### src/inc/i2sc_map.vh
`ifndef I2SC_MAP_VH
`define I2SC_MAP_VH
// register byte addresses
`define I2SC_ADDR_SEQ      12'h000
`define I2SC_ADDR_CFG      12'h004
`define I2SC_ADDR_RXDATA   12'h008
`define I2SC_ADDR_TXDATA   12'h00C
`define I2SC_ADDR_IRQ_STAT 12'h010
`define I2SC_ADDR_IRQ_EN   12'h014
`define I2SC_ADDR_IRQ_CLR  12'h018
`define I2SC_ADDR_BAUD     12'h01C
// sequence control bit positions
`define I2SC_BIT_GCALL     7
`define I2SC_BIT_ACK_STATUS_FLAG   6
`define I2SC_BIT_ACKVAL    5
`define I2SC_BIT_ACKREQ    4
`define I2SC_BIT_RXREQ     3
`define I2SC_BIT_STOPREQ   2
`define I2SC_BIT_RSTREQ    1
`define I2SC_BIT_STARTREQ  0
// config bits
`define I2SC_CFG_EN        0
`define I2SC_CFG_MASTER    1
// irq bits: 0 seq done, 1 byte done, 2 nack seen
`define I2SC_IRQ_W         3
`define I2SC_IRQ_SEQ       0
`define I2SC_IRQ_BYTE      1
`define I2SC_IRQ_NACK      2
// reset values
`define I2SC_RST_SEQ       8'h00
`define I2SC_RST_BAUD      8'h03
`define I2SC_BAUD_MIN      8'h03
`endif

### src/hw/i2sc_seq_ctrl.v
// Functional notes
// - ack status flag updated after each transmitted byte
// - ack value bit driven in ack slot
// - ack request runs sequence, then self-clears in master mode; in slave mode it stays set
// - stop request makes stop, then self-clears in master mode; in slave mode it stays set
`timescale 1ns/10ps
`include "i2sc_map.vh"
module i2sc_seq_ctrl (
    // clock and reset
    input  wire        core_clk_i,
    input  wire        arst_n_i,
    // apb slave
    input  wire        psel_i,
    input  wire        penable_i,
    input  wire        pwrite_i,
    input  wire [11:0] paddr_i,
    input  wire [31:0] pwdata_i,
    output reg  [31:0] prdata_o,
    output wire        pready_o,
    output wire        pslverr_o,
    // i2c pins, open drain
    input  wire        scl_i,
    output wire        scl_o,
    output wire        scl_oe_o,
    input  wire        sda_i,
    output wire        sda_o,
    output wire        sda_oe_o,
    // interrupt
    output wire        irq_o
);
    // engine states
    localparam [2:0] ST_IDLE  = 3'h0;
    localparam [2:0] ST_START = 3'h1;
    localparam [2:0] ST_RST   = 3'h2;
    localparam [2:0] ST_STOP  = 3'h3;
    localparam [2:0] ST_ACK   = 3'h4;
    localparam [2:0] ST_RX    = 3'h5;
    localparam [2:0] ST_TX    = 3'h6;

    reg  [7:0]  seq_q;            // sequence control register
    reg  [1:0]  cfg_q;            // enable and master mode
    reg  [7:0]  baud_q;           // baud reload value
    reg  [7:0]  txd_q;            // transmit byte
    reg  [7:0]  rxd_q;            // received byte
    reg  [2:0]  ist_q;            // sticky irq status
    reg  [2:0]  ien_q;            // irq enable
    reg  [2:0]  st_q;             // engine state
    reg  [1:0]  ph_q;             // quarter phase in a bit
    reg  [3:0]  bit_q;            // bit counter in byte
    reg  [7:0]  div_q;            // quarter-period divider
    reg         scl_low_q;        // drive scl low
    reg         sda_low_q;        // drive sda low
    reg  [1:0]  scl_s_q;          // scl synchroniser
    reg  [1:0]  sda_s_q;          // sda synchroniser
    reg         done_p;           // sequence finished pulse
    reg         byte_p;           // byte finished pulse
    reg         nack_p;           // nack seen pulse

    wire wr      = psel_i & penable_i & pwrite_i;
    wire idle    = (st_q == ST_IDLE);
    wire scl_s   = scl_s_q[1];
    wire sda_s   = sda_s_q[1];
    // a released scl still held low by the far side stretches the phase
    wire hold    = (ph_q == 2'h2) & ~scl_low_q & ~scl_s;
    wire tick    = (div_q == 8'h00) & ~hold;
    wire master  = cfg_q[`I2SC_CFG_MASTER];

    // apb answers at once, no error
    assign pready_o  = 1'b1;
    assign pslverr_o = 1'b0;
    // open drain outputs only pull low
    assign scl_o    = 1'b0;
    assign sda_o    = 1'b0;
    assign scl_oe_o = scl_low_q;
    assign sda_oe_o = sda_low_q;
    assign irq_o    = |(ist_q & ien_q);

    // pin synchronisers
    always @(posedge core_clk_i or negedge arst_n_i) begin
        if (!arst_n_i) begin
            scl_s_q <= 2'h3;
            sda_s_q <= 2'h3;
        end else begin
            scl_s_q <= {scl_s_q[0], scl_i};
            sda_s_q <= {sda_s_q[0], sda_i};
        end
    end

    // read mux, unmapped reads zero
    always @* begin
        case (paddr_i)
            `I2SC_ADDR_SEQ:      prdata_o = {24'h0, seq_q};
            `I2SC_ADDR_CFG:      prdata_o = {30'h0, cfg_q};
            `I2SC_ADDR_RXDATA:   prdata_o = {24'h0, rxd_q};
            `I2SC_ADDR_TXDATA:   prdata_o = {24'h0, txd_q};
            `I2SC_ADDR_IRQ_STAT: prdata_o = {29'h0, ist_q};
            `I2SC_ADDR_IRQ_EN:   prdata_o = {29'h0, ien_q};
            `I2SC_ADDR_BAUD:     prdata_o = {24'h0, baud_q};
            default:             prdata_o = 32'h0;
        endcase
    end

    // config, baud, irq registers
    always @(posedge core_clk_i or negedge arst_n_i) begin
        if (!arst_n_i) begin
            cfg_q  <= 2'h0;
            baud_q <= `I2SC_RST_BAUD;
            ien_q  <= 3'h0;
            ist_q  <= 3'h0;
        end else begin
            if (wr && paddr_i == `I2SC_ADDR_CFG)
                cfg_q <= pwdata_i[1:0];
            // values below three are dropped
            if (wr && paddr_i == `I2SC_ADDR_BAUD && pwdata_i[7:0] >= `I2SC_BAUD_MIN)
                baud_q <= pwdata_i[7:0];
            if (wr && paddr_i == `I2SC_ADDR_IRQ_EN)
                ien_q <= pwdata_i[2:0];
            // set wins over clear
            ist_q <= (ist_q & ~((wr && paddr_i == `I2SC_ADDR_IRQ_CLR) ?
                      pwdata_i[2:0] : 3'h0)) | {nack_p, byte_p, done_p};
        end
    end

    // sequence engine and control register
    always @(posedge core_clk_i or negedge arst_n_i) begin
        if (!arst_n_i) begin
            seq_q     <= `I2SC_RST_SEQ;
            txd_q     <= 8'h00;
            rxd_q     <= 8'h00;
            st_q      <= ST_IDLE;
            ph_q      <= 2'h0;
            bit_q     <= 4'h0;
            div_q     <= 8'h00;
            scl_low_q <= 1'b0;
            sda_low_q <= 1'b0;
            done_p    <= 1'b0;
            byte_p    <= 1'b0;
            nack_p    <= 1'b0;
        end else begin
            done_p <= 1'b0;
            byte_p <= 1'b0;
            nack_p <= 1'b0;
            // divider parks at zero while the clock line is stretched
            div_q  <= tick ? baud_q : (hold && div_q == 8'h00) ? div_q : div_q - 8'h01;
            if (tick)
                ph_q <= ph_q + 2'h1;
            // software writes: plain bits always
            if (wr && paddr_i == `I2SC_ADDR_SEQ) begin
                seq_q[`I2SC_BIT_GCALL]  <= pwdata_i[`I2SC_BIT_GCALL];
                seq_q[`I2SC_BIT_ACKVAL] <= pwdata_i[`I2SC_BIT_ACKVAL];
            end
            // requests only when idle; a refused one leaves the engine stepping
            if (wr && paddr_i == `I2SC_ADDR_SEQ && idle) begin
                seq_q[4:0] <= pwdata_i[4:0];
                ph_q  <= 2'h0;
                div_q <= baud_q;
                bit_q <= 4'h0;
                if (!master)
                    st_q <= ST_IDLE; // slave: start bit is stretch enable
                else if (pwdata_i[`I2SC_BIT_STARTREQ])
                    st_q <= ST_START;
                else if (pwdata_i[`I2SC_BIT_RSTREQ])
                    st_q <= ST_RST;
                else if (pwdata_i[`I2SC_BIT_STOPREQ])
                    st_q <= ST_STOP;
                else if (pwdata_i[`I2SC_BIT_RXREQ])
                    st_q <= ST_RX;
                else if (pwdata_i[`I2SC_BIT_ACKREQ])
                    st_q <= ST_ACK;
            end else if (wr && paddr_i == `I2SC_ADDR_TXDATA && idle && master) begin
                txd_q <= pwdata_i[7:0];
                st_q  <= ST_TX;
                ph_q  <= 2'h0;
                div_q <= baud_q;
                bit_q <= 4'h0;
            end else if (tick) begin
                case (st_q)
                    ST_START, ST_RST: begin
                        // release sda, raise scl, then pull sda then scl low
                        case (ph_q)
                            2'h0:    sda_low_q <= 1'b0;
                            2'h1:    scl_low_q <= 1'b0;
                            2'h2:    sda_low_q <= 1'b1;
                            default: begin
                                scl_low_q <= 1'b1;
                                seq_q[1:0] <= 2'h0;
                                st_q   <= ST_IDLE;
                                done_p <= 1'b1;
                            end
                        endcase
                    end
                    ST_STOP: begin
                        case (ph_q)
                            2'h0:    sda_low_q <= 1'b1;
                            2'h1:    scl_low_q <= 1'b0;
                            2'h2:    sda_low_q <= 1'b0;
                            default: begin
                                seq_q[`I2SC_BIT_STOPREQ] <= 1'b0;
                                st_q   <= ST_IDLE;
                                done_p <= 1'b1;
                            end
                        endcase
                    end
                    ST_ACK: begin
                        // drive ack value for one clock pulse
                        case (ph_q)
                            2'h0:    sda_low_q <= ~seq_q[`I2SC_BIT_ACKVAL];
                            2'h1:    scl_low_q <= 1'b0;
                            2'h2:    scl_low_q <= 1'b1;
                            default: begin
                                sda_low_q <= 1'b0;
                                seq_q[`I2SC_BIT_ACKREQ] <= 1'b0;
                                st_q   <= ST_IDLE;
                                done_p <= 1'b1;
                            end
                        endcase
                    end
                    ST_TX, ST_RX: begin
                        // bits 0..7 data, bit 8 ack slot
                        case (ph_q)
                            2'h0: sda_low_q <= (st_q == ST_TX && bit_q < 4'h8) ?
                                               ~txd_q[7] : 1'b0;
                            2'h1: scl_low_q <= 1'b0;
                            2'h2: begin
                                if (bit_q == 4'h8 && st_q == ST_TX) begin
                                    seq_q[`I2SC_BIT_ACK_STATUS_FLAG] <= sda_s;
                                    nack_p <= sda_s;
                                end else if (bit_q < 4'h8) begin
                                    if (st_q == ST_TX)
                                        txd_q <= {txd_q[6:0], 1'b0};
                                    else
                                        rxd_q <= {rxd_q[6:0], sda_s};
                                end
                            end
                            default: begin
                                scl_low_q <= 1'b1;
                                bit_q <= bit_q + 4'h1;
                                // receive stops before ack slot; ack sent by request
                                if ((st_q == ST_RX && bit_q == 4'h7) || bit_q == 4'h8) begin
                                    sda_low_q <= 1'b0;
                                    seq_q[`I2SC_BIT_RXREQ] <= 1'b0;
                                    st_q   <= ST_IDLE;
                                    byte_p <= 1'b1;
                                end
                            end
                        endcase
                    end
                    default: st_q <= ST_IDLE;
                endcase
            end
        end
    end
endmodule // i2sc_seq_ctrl

### config.mk
export PLATFORM = sky130hd
export DESIGN_NAME = i2sc_seq_ctrl
export DESIGN_NICKNAME = d
export VERILOG_FILES = /design/src/hw/i2sc_seq_ctrl.v
export VERILOG_INCLUDE_DIRS = /design/src /design/src/inc
export SDC_FILE = /design/constraint.sdc
export NUM_CORES = 1
export LEC_CHECK = 0
export ABC_AREA = 1
export BUFFER_PORTS_ARGS = -buffer_cell sky130_fd_sc_hd__buf_4
export CAP_MARGIN = 40
export CELL_PAD_IN_SITES_DETAIL_PLACEMENT = 2
export CELL_PAD_IN_SITES_GLOBAL_PLACEMENT = 2
export CORE_UTILIZATION = 31
export CTS_CLUSTER_SIZE = 16
export DETAILED_ROUTE_END_ITERATION = 16
export MAX_ROUTING_LAYER = met4
export PLACE_DENSITY = 0.91
export SKIP_CTS_REPAIR_TIMING = 1
export SLEW_MARGIN = 20
export SYNTH_ARGS = -nofsm -noshare
export SYNTH_HDL_FRONTEND = slang
export SYNTH_SLANG_ARGS = --single-unit
export TNS_END_PERCENT = 1
### constraint.sdc
create_clock -name core_clk_i -period 2 [get_ports core_clk_i]
set_input_delay 0.4 -clock core_clk_i [delete_from_list [all_inputs] [get_ports core_clk_i]]
set_output_delay 0.4 -clock core_clk_i [all_outputs]
set_load 0.03 [all_outputs]
==> results.py <==
metrics = {
    "synthesis": {
        "postSynthAreaPerCell_um2": 7.72,
        "dominantRegCellSynth": "dfrtp_1",
        "netlist-cell-type-count": 36,
        "async_flop_share_pct": 100,
        "seq_area_frac_synth_pct": 41.6,
        "ys_warn_count": 0,
        "synth_edf_count": 0,
        "synth-seq-cells": 66,
        "netlist_instances": 517,
        "synth.cell_area_mm2": 0.00399,
    },
    "job": {
        "max-cap-violations": 0,
    },
    "placement": {
        "place.port_buffers": 37,
        "gp_congestion": 0.864,
        "detailed_placer_s_ending_hpwl_um": 10600,
        "placedInstanceArea_mm2": 0.00451,
        "worst_slack_placed_ps": -151,
    },
    "run_status": {
        "result_of_the_run": "complete, but fails checks",
        "failed_checks": "negative setup slack",
    },
    "detailed_routing": {
        "post_drt_via_cell_ratio": 5.19,
        "remaining_drc_errors": 0,
        "wl_per_cell_um": 21.5,
        "dr_total_vias": 3950,
        "first_iter_violations": 220,
        "drt_first_pass_iters": 4,
        "postRouteAntennaNets": 0,
        "wirelength_um": 16300,
    },
    "critical_path": {
        "worstPathBufferInverterCount": 3,
        "largest_stage_delay_on_the_critical_path_ps": 210,
        "timing.critical_path.cells": "buf_4 > nor2_1 > nand2_2 > nor2_4 > buf_6 > nand3_1 > nand2_2 > nor2_2 > o211ai_1 > buf_4",
        "crit_slowest_cell": "buf_4",
        "worst_path_dominant_cell_family": "simple AND/OR/NAND/NOR gates",
        "critical_path_arrival_ps": 1650,
        "timing.setup.critical_path_class": "in -> out",
        "cp-end-kind": "output pin",
        "worstSetupStartpointType": "input pin",
        "worst-endpoint-required_ps": 1600,
        "timing.critical_path.fanout_max": 7,
    },
    "floorplanning": {
        "design.portCount": 90,
        "placementRows": 41,
        "core_area_mm2": 0.0126,
        "initial_utilization_pct": 31.8,
        "die_area_mm2": 0.0133,
        "die_h_um": 115,
        "die_w_um": 115,
    },
    "timing": {
        "final.setup_skew_ps": 9.89,
        "final.period_utilization_pct": 103,
        "worst_slew_pin_slew_ps": 533,
        "timing.setup.tns_ps": -96.1,
        "rsz0062_at_grt": "yes",
        "setup_violations": 4,
        "period_minus_slack_ps": 2050,
        "max_freq_mhz": 488,
        "hold_viol_final": 0,
        "worst_hold_slack_ps": 9.73,
        "final.setup.worst_slack_ps": -50.2,
        "maxSlewViolCount": 0,
        "relSlewSlack_pct": 64.3,
    },
    "cts": {
        "cts_tree": "yes",
        "clk_path_buf_depth": 2,
        "cts_buffers": 9,
        "clkLatencyLatePin_ps": 350,
        "clock_tree.root_cell": "clkbuf_16",
        "clock_sinks": 66,
        "cts.clk_slew.worst_paths_ps": 60,
        "cts-htree-levels": 3,
    },
    "global_route": {
        "grt_pass1_vias": 4372,
        "overflow": 0,
        "grt_max_degree": 33,
        "globalRoute.busiestLayer": "met2",
        "grt_use_met3_pct": 4.24,
        "use_met2_pct": 44.4,
        "antenna_found_initial": 0,
        "grt_use_total_pct": 25.1,
        "global_route_wire_length_before_repair_um": 24100,
        "grt.met1_usage_pct": 28.0,
    },
    "finish": {
        "multi_input_area_mm2": 0.00202,
        "most-common-layout-cells": "nand2_1 (109), dfrtp_1 (58), buf_4 (58)",
        "drive_above_1_share_pct": 24.8,
        "mostFrequentLayoutCell": "nand2_1",
        "final_nets": 642,
        "areaGrowthSynthToFinish_pct": 27.8,
        "sequential_cell_area_mm2": 0.00166,
        "final_util_pct": 40.6,
        "fillerInstances": 1411,
        "finish.instance_area_mm2": 0.00510,
        "antenna_cells": 0,
    },
    "worst_hold_path": {
        "holdCritPathClass": "in -> async",
    },
    "power_and_ir_drop": {
        "power.density_mw_per_mm2": 851,
        "p_leak_nw": 2.49,
        "vdd_ir_max_mv": 0.428,
    },
}
==> Yosys cell counts (5+ instances only) <==
cell type    n  share of area (%)
buf_4       31                5.8
nor2_4       5                1.4
nand2_1    117                 11
nand4_1     13                2.0
o211ai_1     8                1.5
inv_1       56                5.3
dfrtp_1     60                 38
nand3_1     47                5.9
a21oi_1      5               0.63
buf_2        8                1.0
dfstp_2      6                3.9
o21ai_0     36                4.5
o22ai_1     11                1.7
nor2_1      48                4.5
inv_2        7               0.66
o21ai_1     19                2.4
ha_1         7                2.2
==> state kept, by name, summed over array words and instances (netlist names), 3 cells and up <==
register	flops
baud_q	8
div_q	8
rxd_q	8
seq_q	8
txd_q	8
bit_q	4
ien_q	3
ist_q	3
st_q	3
==> cells by family after synthesis <==
logic type      Yosys count  synth area share (%)
flops                    66                  41.6
buf+inv                 106                  13.7
compound gates           85                  12.4
other cells               2                 0.188
simple gates            246                  28.9
xor+xnor                  5                  1.10
fa+ha+maj                 7                  2.19
==> cell type report <==
class / count / area share (%)
clock buffer: 12 / 5.03
clock inverter: 4 / 1.91
inverter: 64 / 4.81
multi-input combinational: 372 / 39.5
sequential: 66 / 32.6
tap: 172 / 4.22
timing repair buffer: 71 / 11.9
==> where the power goes <==
part           internal, mW  total, mW  switching, mW
clock network          1.29       1.94          0.650
registers              1.44       1.56          0.113
logic                 0.292      0.848          0.556
total                  3.02       4.34           1.32
==> worst register-to-register path: stages (launching register included) <==
cell and delay [ps]:
dfrtp_1 410, inv_2 100, ha_2 200, nand2_2 90, nor2_4 170, nand4_4 150
inv_4 120, nand4_4 150, buf_6 200, o21ai_2 140, nand2_1 100
==> through the flow <==
stage,cells,total power [mW]
after floorplan,543,2.11
after global placement,738,2.24
after detailed placement,738,2.34
after CTS,754,4.27
after global routing,761,4.50
final,761,4.34
==> routing by layer <==
layer	wire, um	up-vias
met2	8660	108
met3	620	42
met1	6520	2020
met4	530	0
met5	0	-
li1	-	1780
==> final timing paths <==
check | from | end | slack (ps) | depth (start not counted)
worst min-delay path | arst_n_i | ien_q[1] | 10 | 1
min in group core_clk_i | scl_i | scl_s_q[0] | 160 | 1
worst min register to register | scl_s_q[0] | scl_s_q[1] | 360 | 0
worst max register to register | div_q[0] | rxd_q[7] | 50 | 10
worst max-delay path | paddr_i[9] | prdata_o[2] | -50 | 10
max in group asynchronous | arst_n_i | sda_s_q[1] | 1360 | 2
Power figures use the tool's default switching activity.
